==> config.mk <==
export PLATFORM = sky130hd
export DESIGN_NAME = sfb_bus_if
export DESIGN_NICKNAME = d
export VERILOG_FILES = /design/src/sfb_pkg.sv /design/src/sfb_bus_if.sv
export SDC_FILE = /design/constraint.sdc
export NUM_CORES = 1
export LEC_CHECK = 0
export CAP_MARGIN = 5
export CELL_PAD_IN_SITES_DETAIL_PLACEMENT = 1
export CELL_PAD_IN_SITES_GLOBAL_PLACEMENT = 1
export CORE_MARGIN = 8
export CORE_UTILIZATION = 52
export DETAILED_ROUTE_END_ITERATION = 10
export DONT_BUFFER_PORTS = 1
export PLACE_DENSITY_LB_ADDON = 0.1
export SLEW_MARGIN = 20
export SYNTH_ARGS = -nofsm -noshare
export SYNTH_HDL_FRONTEND = slang
export SYNTH_SLANG_ARGS = --single-unit
==> constraint.sdc <==
create_clock -name CLK_I -period 8 [get_ports CLK_I]
set_input_delay 1.6 -clock CLK_I [delete_from_list [all_inputs] [get_ports CLK_I]]
set_output_delay 1.6 -clock CLK_I [all_outputs]
set_load 0.03 [all_outputs]
==> src/sfb_pkg.sv <==
// Shared constants and types of the serial flash bus front end
package sfb_pkg;
  localparam logic [7:0]  CMD_DUAL_OUT   = 8'h3b;
  localparam logic [7:0]  CMD_DUAL_IO    = 8'hbb;
  localparam logic [7:0]  CMD_QUAD_OUT   = 8'h6b;
  localparam logic [7:0]  CMD_QUAD_IO    = 8'heb;
  localparam logic [7:0]  CMD_WORD_QUAD  = 8'he7;
  localparam logic [7:0]  CMD_OCTAL_QUAD = 8'he3;
  localparam logic [7:0]  CMD_QPI_ENTER  = 8'h38;
  localparam logic [7:0]  CMD_QPI_EXIT   = 8'hff;
  localparam logic [7:0]  CMD_SOFT_RESET = 8'h99;
  localparam int          ADDR_W         = 18;
  localparam logic [17:0] ADDR_TOP       = 18'h3ffff;
  localparam int          PAGE_COUNT     = 1024;
  localparam int          PAGE_BYTES     = 256;
  localparam int          SECTOR_COUNT   = 64;
  localparam int          SECTOR_SHIFT   = 12;
  localparam int          BLK32_SHIFT    = 15;
  localparam int          BLK64_SHIFT    = 16;
  localparam logic [2:0]  CNT_SINGLE     = 3'h7;
  localparam logic [2:0]  CNT_DUAL       = 3'h3;
  localparam logic [2:0]  CNT_QUAD       = 3'h1;

  typedef enum logic [1:0] {LANE_X1, LANE_X2, LANE_X4} sfb_width_t;

  // One assembled unit handed to the core
  typedef struct packed {
    logic [7:0] data;
    logic       is_cmd;
  } sfb_unit_t;
endpackage

==> src/sfb_bus_if.sv <==
// Serial flash bus front end: pin sampling, lane shifter, mode control
`timescale 1ns/1ns
module sfb_bus_if #(
  parameter int DATA_W = 8                        // Unit width
) (
  input  wire logic       CLK_I,                  // System clock, 10 MHz
  input  wire logic       RST_N_I,                // Synchronous reset, active low
  input  wire logic       CS_N_I,                 // Chip select pin, active low
  input  wire logic       SCK_I,                  // Serial clock pin
  input  wire logic [3:0] IO_LANE_I,              // Lanes 0..3 pin levels
  output logic      [3:0] IO_LANE_O,              // Lanes 0..3 drive values
  output logic      [3:0] IO_LANE_OE_O,           // Lanes 0..3 drive enables
  input  wire logic       QUAD_ENABLE_BIT_I,      // Non-volatile quad enable
  input  wire logic [1:0] STATUS_GUARD_BITS_I,    // Status register guard bits
  output logic            STATUS_WRITE_BLOCK_O,   // Status writes blocked
  output logic            FOUR_LANE_MODE_O,       // Four-lane command mode active
  output logic            PAUSED_O,               // Pause condition active
  output logic            SELECTED_O,             // Bus armed and selected
  output logic [7:0]      RX_DATA_O,              // Received unit
  output logic            RX_IS_CMD_O,            // Unit is an instruction
  output logic            RX_VALID_O,             // Received unit valid
  input  wire logic       RX_READY_I,             // Core accepts unit
  input  wire logic [7:0] TX_DATA_I,              // Byte to send
  input  wire logic       TX_VALID_I,             // Send byte valid
  output logic            TX_READY_O,             // Front end takes send byte
  input  wire logic [1:0] TX_WIDTH_I,             // Lanes for send: 0 x1, 1 x2, 2 x4
  input  wire logic [1:0] RX_WIDTH_I,             // Lanes after the opcode
  input  wire logic       CORE_BUSY_I,            // Program or erase in progress
  output logic            QUAD_REJECT_O           // Quad command refused pulse
);

  ////////////////////////////////////////////////////////////////////////////
  // Pin synchronisers: three stages, change once stages two and three agree
  logic [2:0] cs_s, sck_s;
  logic [2:0] io_s [4];
  logic       cs_n, sck, sck_q;
  logic [3:0] io_in;

  always_ff @(posedge CLK_I) begin
    if (!RST_N_I) begin
      cs_s  <= 3'h0;  // Low until the pin is seen high: no false edge
      sck_s <= 3'h0;
      for (int i = 0; i < 4; i++) io_s[i] <= 3'h7;
    end else begin
      cs_s  <= {cs_s[1:0], CS_N_I};
      sck_s <= {sck_s[1:0], SCK_I};
      for (int i = 0; i < 4; i++) io_s[i] <= {io_s[i][1:0], IO_LANE_I[i]};
    end
  end

  always_ff @(posedge CLK_I) begin
    if (!RST_N_I) begin
      cs_n  <= 1'b0;
      sck   <= 1'b0;
      sck_q <= 1'b0;
      io_in <= 4'hf;
    end else begin
      if (cs_s[1] == cs_s[2]) cs_n <= cs_s[2];
      if (sck_s[1] == sck_s[2]) sck <= sck_s[2];
      sck_q <= sck;
      for (int i = 0; i < 4; i++)
        if (io_s[i][1] == io_s[i][2]) io_in[i] <= io_s[i][2];
    end
  end

  logic cs_n_q;
  always_ff @(posedge CLK_I) begin
    if (!RST_N_I) cs_n_q <= 1'b0;
    else          cs_n_q <= cs_n;
  end

  wire cs_fall = cs_n_q && !cs_n;

  ////////////////////////////////////////////////////////////////////////////
  // Arming after reset and pause control
  logic armed, paused, four_lane;
  sfb_pkg::sfb_width_t rx_w, tx_w, cur_w;

  always_ff @(posedge CLK_I) begin
    if (!RST_N_I)     armed <= 1'b0;
    else if (cs_fall) armed <= 1'b1;
  end

  wire selected   = armed && !cs_n;
  wire pause_pin  = io_in[3];
  wire pause_ok   = !QUAD_ENABLE_BIT_I && !four_lane && cur_w != sfb_pkg::LANE_X4;
  wire sck_rise   = !sck_q && sck && selected && !paused;
  wire sck_fall   = sck_q && !sck && selected && !paused;

  always_ff @(posedge CLK_I) begin
    if (!RST_N_I || cs_n || !pause_ok) paused <= 1'b0;
    else if (!sck)                     paused <= !pause_pin;
  end

  ////////////////////////////////////////////////////////////////////////////
  // Two-entry receive buffer
  sfb_pkg::sfb_unit_t buf_mem [2];
  logic       wr_ptr, rd_ptr;
  logic [1:0] fill;
  logic       push;
  sfb_pkg::sfb_unit_t push_unit;
  wire        buf_full = fill == 2'h2;
  wire        pop      = RX_VALID_O && RX_READY_I;

  always_ff @(posedge CLK_I) begin
    if (!RST_N_I) begin
      wr_ptr <= 1'b0;
      rd_ptr <= 1'b0;
      fill   <= 2'h0;
    end else begin
      if (push && !buf_full) begin
        buf_mem[wr_ptr] <= push_unit;
        wr_ptr          <= !wr_ptr;
      end
      if (pop) rd_ptr <= !rd_ptr;
      fill <= fill + 2'((push && !buf_full) ? 1 : 0) - 2'(pop ? 1 : 0);
    end
  end

  assign RX_VALID_O  = fill != 2'h0;
  assign RX_DATA_O   = buf_mem[rd_ptr].data;
  assign RX_IS_CMD_O = buf_mem[rd_ptr].is_cmd;

  ////////////////////////////////////////////////////////////////////////////
  // Receive shifter, msb first, top lane holds top bit
  function automatic logic [2:0] last_cnt(input sfb_pkg::sfb_width_t w);
    case (w)
      sfb_pkg::LANE_X2: last_cnt = sfb_pkg::CNT_DUAL;
      sfb_pkg::LANE_X4: last_cnt = sfb_pkg::CNT_QUAD;
      default:          last_cnt = sfb_pkg::CNT_SINGLE;
    endcase
  endfunction

  function automatic sfb_pkg::sfb_width_t to_w(input logic [1:0] c);
    case (c)
      2'h1:    to_w = sfb_pkg::LANE_X2;
      2'h2:    to_w = sfb_pkg::LANE_X4;
      default: to_w = sfb_pkg::LANE_X1;
    endcase
  endfunction

  logic [7:0] rx_sh;
  logic [2:0] rx_cnt;
  logic       first_unit;
  wire  [7:0] next_rx_sh = (rx_w == sfb_pkg::LANE_X4) ? {rx_sh[3:0], io_in} :
                           (rx_w == sfb_pkg::LANE_X2) ? {rx_sh[5:0], io_in[1:0]} :
                           {rx_sh[6:0], io_in[0]};
  wire        unit_done  = sck_rise && rx_cnt == last_cnt(rx_w);
  wire        quad_cmd   = next_rx_sh == sfb_pkg::CMD_QUAD_OUT ||
                           next_rx_sh == sfb_pkg::CMD_QUAD_IO ||
                           next_rx_sh == sfb_pkg::CMD_WORD_QUAD ||
                           next_rx_sh == sfb_pkg::CMD_OCTAL_QUAD;
  wire        reject     = unit_done && first_unit && !four_lane &&
                           quad_cmd && !QUAD_ENABLE_BIT_I;
  logic       discard;

  assign push      = unit_done && !reject && !discard && !CORE_BUSY_I;
  assign push_unit = '{data: next_rx_sh, is_cmd: first_unit};

  always_ff @(posedge CLK_I) begin
    if (!RST_N_I || cs_n) begin
      rx_sh      <= 8'h00;
      rx_cnt     <= 3'h0;
      first_unit <= 1'b1;
      discard    <= 1'b0;
      rx_w       <= sfb_pkg::LANE_X1;
    end else begin
      if (!first_unit || rx_cnt != 3'h0) rx_w <= rx_w;
      else rx_w <= four_lane ? sfb_pkg::LANE_X4 : sfb_pkg::LANE_X1;
      if (sck_rise) begin
        rx_sh  <= next_rx_sh;
        rx_cnt <= unit_done ? 3'h0 : rx_cnt + 3'h1;
      end
      if (unit_done) begin
        first_unit <= 1'b0;
        if (first_unit) rx_w <= four_lane ? sfb_pkg::LANE_X4 : to_w(RX_WIDTH_I);
        if (reject) discard <= 1'b1;
      end
    end
  end

  assign QUAD_REJECT_O = reject;

  // Array address from the three bytes after the opcode, top bits dropped
  logic [sfb_pkg::ADDR_W-1:0] addr;
  logic [1:0]                 addr_n;
  always_ff @(posedge CLK_I) begin
    if (!RST_N_I || cs_n) begin
      addr   <= '0;
      addr_n <= 2'h0;
    end else if (push && !first_unit && addr_n != 2'h3) begin
      addr   <= {addr[sfb_pkg::ADDR_W-9:0], next_rx_sh};
      addr_n <= addr_n + 2'h1;
    end
  end
  wire [9:0] page_idx   = addr[sfb_pkg::ADDR_W-1:$clog2(sfb_pkg::PAGE_BYTES)];
  wire [5:0] sector_idx = addr[sfb_pkg::ADDR_W-1:sfb_pkg::SECTOR_SHIFT];
  wire [2:0] blk32_idx  = addr[sfb_pkg::ADDR_W-1:sfb_pkg::BLK32_SHIFT];
  wire [1:0] blk64_idx  = addr[sfb_pkg::ADDR_W-1:sfb_pkg::BLK64_SHIFT];

  ////////////////////////////////////////////////////////////////////////////
  // Mode family: four-lane command mode enter and leave
  always_ff @(posedge CLK_I) begin
    if (!RST_N_I) begin
      four_lane <= 1'b0;
    end else if (unit_done && first_unit) begin
      if (next_rx_sh == sfb_pkg::CMD_SOFT_RESET) four_lane <= 1'b0;
      else if (next_rx_sh == sfb_pkg::CMD_QPI_EXIT) four_lane <= 1'b0;
      else if (next_rx_sh == sfb_pkg::CMD_QPI_ENTER && QUAD_ENABLE_BIT_I)
        four_lane <= 1'b1;
    end
  end

  ////////////////////////////////////////////////////////////////////////////
  // Transmit shifter, launched on falling edges
  logic [7:0] tx_sh;
  logic [2:0] tx_cnt;
  logic       tx_act;
  logic [3:0] drv_val, drv_en;

  assign cur_w      = tx_act ? tx_w : rx_w;
  assign TX_READY_O = selected && !paused && sck_fall &&
                      (!tx_act || tx_cnt == last_cnt(tx_w));

  always_ff @(posedge CLK_I) begin
    if (!RST_N_I || cs_n) begin
      tx_sh   <= 8'h00;
      tx_cnt  <= 3'h0;
      tx_act  <= 1'b0;
      tx_w    <= sfb_pkg::LANE_X1;
      drv_val <= 4'h0;
      drv_en  <= 4'h0;
    end else if (sck_fall) begin
      if (TX_READY_O && TX_VALID_I) begin
        tx_act <= 1'b1;
        tx_w   <= four_lane ? sfb_pkg::LANE_X4 : to_w(TX_WIDTH_I);
        tx_cnt <= 3'h0;
        case (four_lane ? sfb_pkg::LANE_X4 : to_w(TX_WIDTH_I))
          sfb_pkg::LANE_X4: begin
            drv_val <= TX_DATA_I[7:4];
            drv_en  <= 4'hf;
            tx_sh   <= {TX_DATA_I[3:0], 4'h0};
          end
          sfb_pkg::LANE_X2: begin
            drv_val <= {2'h0, TX_DATA_I[7:6]};
            drv_en  <= 4'h3;
            tx_sh   <= {TX_DATA_I[5:0], 2'h0};
          end
          default: begin
            drv_val <= {2'h0, TX_DATA_I[7], 1'b0};
            drv_en  <= 4'h2;
            tx_sh   <= {TX_DATA_I[6:0], 1'b0};
          end
        endcase
      end else if (tx_act && tx_cnt != last_cnt(tx_w)) begin
        tx_cnt <= tx_cnt + 3'h1;
        case (tx_w)
          sfb_pkg::LANE_X4: begin
            drv_val <= tx_sh[7:4];
            tx_sh   <= {tx_sh[3:0], 4'h0};
          end
          sfb_pkg::LANE_X2: begin
            drv_val <= {2'h0, tx_sh[7:6]};
            tx_sh   <= {tx_sh[5:0], 2'h0};
          end
          default: begin
            drv_val <= {2'h0, tx_sh[7], 1'b0};
            tx_sh   <= {tx_sh[6:0], 1'b0};
          end
        endcase
      end else begin
        tx_act <= 1'b0;
        drv_en <= 4'h0;
      end
    end
  end

  assign IO_LANE_O    = drv_val;
  assign IO_LANE_OE_O = (selected && !paused) ? drv_en : 4'h0;

  ////////////////////////////////////////////////////////////////////////////
  // Status outputs
  wire guard_active = !QUAD_ENABLE_BIT_I && !four_lane;
  assign STATUS_WRITE_BLOCK_O = guard_active && !io_in[2] &&
                                STATUS_GUARD_BITS_I[0];
  assign FOUR_LANE_MODE_O = four_lane;
  assign PAUSED_O         = paused;
  assign SELECTED_O       = selected;
endmodule

==> metrics.txt <==
# TYPE chip_impl_metric gauge
chip_impl_metric{name="buffer_ports.inserted",unit=""} 0
chip_impl_metric{name="cts_resized",unit=""} 0
chip_impl_metric{name="diodes",unit=""} 0
chip_impl_metric{name="reg2reg_depth",unit=""} 13
chip_impl_metric{name="asyncSetResetFlopFracSynth",unit="%"} 0
chip_impl_metric{name="slew_violations",unit=""} 0
chip_impl_metric{name="critical_path.n_buffers_inverters",unit=""} 2
chip_impl_metric{name="drt_iter0_markers",unit=""} 66
chip_impl_metric{name="die-height",unit="µm"} 103
chip_impl_info{name="tritoncts_clock_tree",value="built"} 1
chip_impl_metric{name="synth_sequential_area_ratio",unit="%"} 48.2
chip_impl_metric{name="nets",unit=""} 439
chip_impl_metric{name="share_clk_of_total_power",unit="%"} 36.4
chip_impl_metric{name="post-synth-top-area-fraction",unit="%"} 34.3
chip_impl_info{name="cpMostUsedCell",value="inv_1"} 1
chip_impl_metric{name="cp.arrival",unit="ns"} 2.86
chip_impl_metric{name="worst_clock_skew",unit="ns"} 0.0102
chip_impl_metric{name="synth_fp_nets",unit=""} 444
chip_impl_metric{name="layout_overhead_on_the_synthesized_area",unit="%"} 6.53
chip_impl_info{name="slowest_stage",value="or4b_1"} 1
chip_impl_metric{name="first_global_vias",unit=""} 2942
chip_impl_metric{name="cts.sink_count",unit=""} 85
chip_impl_metric{name="netlist_instances",unit=""} 405
chip_impl_metric{name="yosys_warnings",unit=""} 0
chip_impl_metric{name="place_worst_setup_slack",unit="ns"} 3.59
chip_impl_metric{name="r2r_slack",unit="ns"} 4.66
chip_impl_metric{name="grt_pass1_wl",unit="mm"} 14.6
chip_impl_info{name="hold_path.startpoint",value="io_s[3][0]"} 1
chip_impl_metric{name="dpl.hpwl",unit="mm"} 6.43
chip_impl_metric{name="worstSkewPairLatency",unit="ns"} 0.36
chip_impl_metric{name="drive_gt1_share",unit="%"} 10.6
chip_impl_metric{name="post_synth_cell_types",unit=""} 56
chip_impl_metric{name="power.ir.vdd_worst",unit="V"} 0.000122
chip_impl_metric{name="design.die.area",unit="µm²"} 10500
chip_impl_metric{name="maxCapViolations",unit=""} 0
chip_impl_metric{name="power_density",unit="nW/µm²"} 199
chip_impl_info{name="crit_path_end_kind",value="primary output"} 1
chip_impl_metric{name="clk_pin_slew_worst_paths",unit="ns"} 0.10
chip_impl_metric{name="cts.repair_timing.setup_buffer_count",unit=""} 0
chip_impl_info{name="critical_path.top_delay_family",value="simple AND/OR/NAND/NOR gates"} 1
chip_impl_metric{name="layout_setup_ws",unit="ns"} 3.54
chip_impl_metric{name="cts.path.max_buffers",unit=""} 2
chip_impl_metric{name="grt_antenna_before_repair",unit=""} 0
chip_impl_metric{name="drt-pass1-iter-count",unit=""} 6
chip_impl_metric{name="fmaxAchievable",unit="GHz"} 0.224
chip_impl_metric{name="wirelength",unit="mm"} 8.90
chip_impl_metric{name="seq_power_share",unit="%"} 55.0
chip_impl_info{name="clock-root-buffer",value="clkbuf_8"} 1
chip_impl_metric{name="count_of_flip_flops_with_a_built_in_enable_after_synthesis",unit=""} 18
chip_impl_metric{name="tritoncts.num_buffers",unit=""} 9
chip_impl_metric{name="hold_depth",unit=""} 1
chip_impl_metric{name="cell_internal_pwr",unit="mW"} 0.597
chip_impl_metric{name="detail-route-antenna-nets",unit=""} 0
chip_impl_metric{name="route.detailed.wl_per_inst",unit="µm"} 17.7
chip_impl_metric{name="route.detailed.vias_per_inst",unit=""} 5.65
chip_impl_info{name="rsz_0062_raised_after_global_routing",value="no"} 1
chip_impl_metric{name="replace_congestion",unit=""} 0.833
chip_impl_metric{name="grt_max_degree",unit=""} 40
chip_impl_metric{name="power.switching",unit="mW"} 0.230
chip_impl_info{name="worstPathCellList",value="inv_1 -> ha_1 -> o21ai_0 -> or4b_1 -> or4_4 -> inv_1"} 1
chip_impl_metric{name="remaining_drc_errors",unit=""} 0
chip_impl_info{name="run_status",value="finished, final reports clean"} 1
chip_impl_metric{name="p_leak",unit="nW"} 1.50
chip_impl_metric{name="cts_htree_levels",unit=""} 3
chip_impl_metric{name="grt_overflow",unit=""} 0
chip_impl_metric{name="switching_share_of_power",unit="%"} 27.8
chip_impl_info{name="min-delay-path-class",value="reg2reg"} 1
chip_impl_info{name="critical_path.reg2reg.startpoint",value="rx_w[0]"} 1
chip_impl_metric{name="yosys_register_bits",unit=""} 85
chip_impl_info{name="setup.worst_path.start_class",value="register"} 1
chip_impl_metric{name="cts.hold.buffers_added",unit=""} 0
chip_impl_metric{name="final.period_utilization",unit="%"} 55.8
chip_impl_metric{name="synth_area",unit="µm²"} 3910
chip_impl_metric{name="timing.final.hold_violations",unit=""} 0
chip_impl_metric{name="core-area",unit="µm²"} 7250
chip_impl_metric{name="floorplan.die.width",unit="µm"} 103
chip_impl_metric{name="critical_path.max_stage_delay",unit="ns"} 0.55
chip_impl_metric{name="setup-tns-final",unit="ns"} 0
chip_impl_metric{name="via_count",unit=""} 2849
chip_impl_metric{name="initial_core_utilization",unit="%"} 53.9
chip_impl_metric{name="ios",unit=""} 50
chip_impl_metric{name="gr-usage-all-layers",unit="%"} 18.0
chip_impl_info{name="timing.hold.worst_endpoint",value="io_s[3][1]"} 1
chip_impl_metric{name="setup_viol_count_final",unit=""} 0
chip_impl_metric{name="worst_pin_slew",unit="ns"} 0.958
chip_impl_info{name="worst-setup-path-type",value="reg2out"} 1
chip_impl_metric{name="syn-mean-instance-area",unit="µm²"} 9.65
chip_impl_metric{name="period_minus_slack",unit="ns"} 4.46
chip_impl_info{name="yosys.area.top_type",value="dfxtp_1"} 1
chip_impl_metric{name="critical_path.max_fanout",unit=""} 10
chip_impl_metric{name="relSlewSlack",unit="%"} 36.1
chip_impl_metric{name="std_cell_rows",unit=""} 31
chip_impl_info{name="critical_path.reg2reg.endpoint",value="fill[1]"} 1
chip_impl_info{name="ys_dominant_reg_cell",value="dfxtp_1"} 1
chip_impl_metric{name="comb_power_share",unit="%"} 8.5
chip_impl_metric{name="critical_path_required",unit="ns"} 6.40
chip_impl_info{name="top_cells_by_area_synth",value="dfxtp_1 (34%), edfxtp_1 (14%), nand2_1 (4.5%)"} 1
[final cells by class]
cell class                      instances  area [µm²]
Clock buffer                            9         124
Clock inverter                          7        76.3
Sequential cell                        85        1880
Fill cell                             818        3090
Inverter                               21        78.8
Multi-Input combinational cell        280        1850
Timing Repair Buffer                    3        22.5
Tap cell                               99         124
[power by group through the flow]
stage | clock network (mW) | logic, mW | registers (mW)
floorplan | 0 | 0.0687 | 0.459
global placement | 0 | 0.0692 | 0.465
detailed placement | 0 | 0.0714 | 0.465
CTS | 0.310 | 0.0716 | 0.456
global route | 0.326 | 0.0757 | 0.457
finish | 0.301 | 0.0705 | 0.455
[cell families after synthesis]
| logic type | synth area share, % |
|---|---|
| and+or+nand+nor | 19.8 |
| DFF | 48.2 |
| xor gates and xnor gates | 2.02 |
| buffers and inverters | 4.42 |
| muxes | 7.24 |
| AOI/OAI and AO/OA | 14.2 |
| adders and majority gates | 4.16 |
[worst register-to-register path: cells and delay by family (launching register included)]
family	cells	cell delay (ns)
compound gates	1	0.37
simple gates	4	1.30
flops	1	0.36
xor+xnor	2	0.21
buf+inv	3	0.23
fa+ha+maj	3	0.79
[state kept, by name, indices dropped and copies added (netlist names), 3 cells and up, named ones only]
signal and flops:
rx_cnt 3, cs_s 3, drv_en 3, io_s 12, buf_mem 18, io_in 4, rx_sh 7, tx_sh 7
tx_cnt 3, sck_s 3, IO_LANE_O 4
[worst max-delay path by stage]
stage	startpoint	endpoint	cells after the start
after floorplan	QUAD_ENABLE_BIT_I	QUAD_REJECT_O	3
after global placement	QUAD_ENABLE_BIT_I	QUAD_REJECT_O	3
after detailed placement	QUAD_ENABLE_BIT_I	QUAD_REJECT_O	3
after CTS	rx_w[0]	QUAD_REJECT_O	6
after global routing	rx_w[0]	QUAD_REJECT_O	6
final	rx_w[0]	QUAD_REJECT_O	6
[Yosys cell counts, types with 11 or more instances]
library cell  instances
clkbuf_1             15
ha_1                 13
dfxtp_1              67
nor2_1               24
a21oi_1              28
mux2i_1              11
nand2b_1             13
edfxtp_1             18
o21ai_0              31
and2_1               14
mux2_2               12
nand2_1              47
inv_1                21
[placed cells by master, fill, tap and decap left out, types with 11 or more instances in the layout]
cell,netlist,layout
edfxtp_1,18,18
nor2_1,24,24
dfxtp_1,67,67
and2_1,14,14
inv_1,21,21
o21ai_0,31,31
mux2_2,12,12
nand2_1,47,47
nand2b_1,13,13
ha_1,13,13
mux2i_1,11,11
a21oi_1,28,28
[per-layer routing]
| metal | wire length [µm] | part of all wire [%] | GRT usage [%] |
|---|---|---|---|
| met5 | 0 | 0 | 0 |
| met4 | 106 | 1.2 | 5.87 |
| met3 | 392 | 4.4 | 5.33 |
| met2 | 4650 | 52 | 32.6 |
| met1 | 3750 | 42 | 19.5 |
[stage by stage]
stage / hold slack [ns] / instance area, µm² / total power [mW] / utilization [%] / std cells
after floorplan: 0.386 / 3910 / 0.528 / - / 405
after global placement: 0.389 / 3960 / 0.534 / 54.6 / 488
after detailed placement: 0.393 / 3960 / 0.537 / 54.6 / 488
after CTS: 0.418 / 4160 / 0.838 / 57.3 / 504
after global routing: 0.436 / 4160 / 0.860 / 57.4 / 504
final: 0.414 / 4160 / 0.827 / 57.4 / 504
No activity file was read; power rests on OpenSTA's default activity.
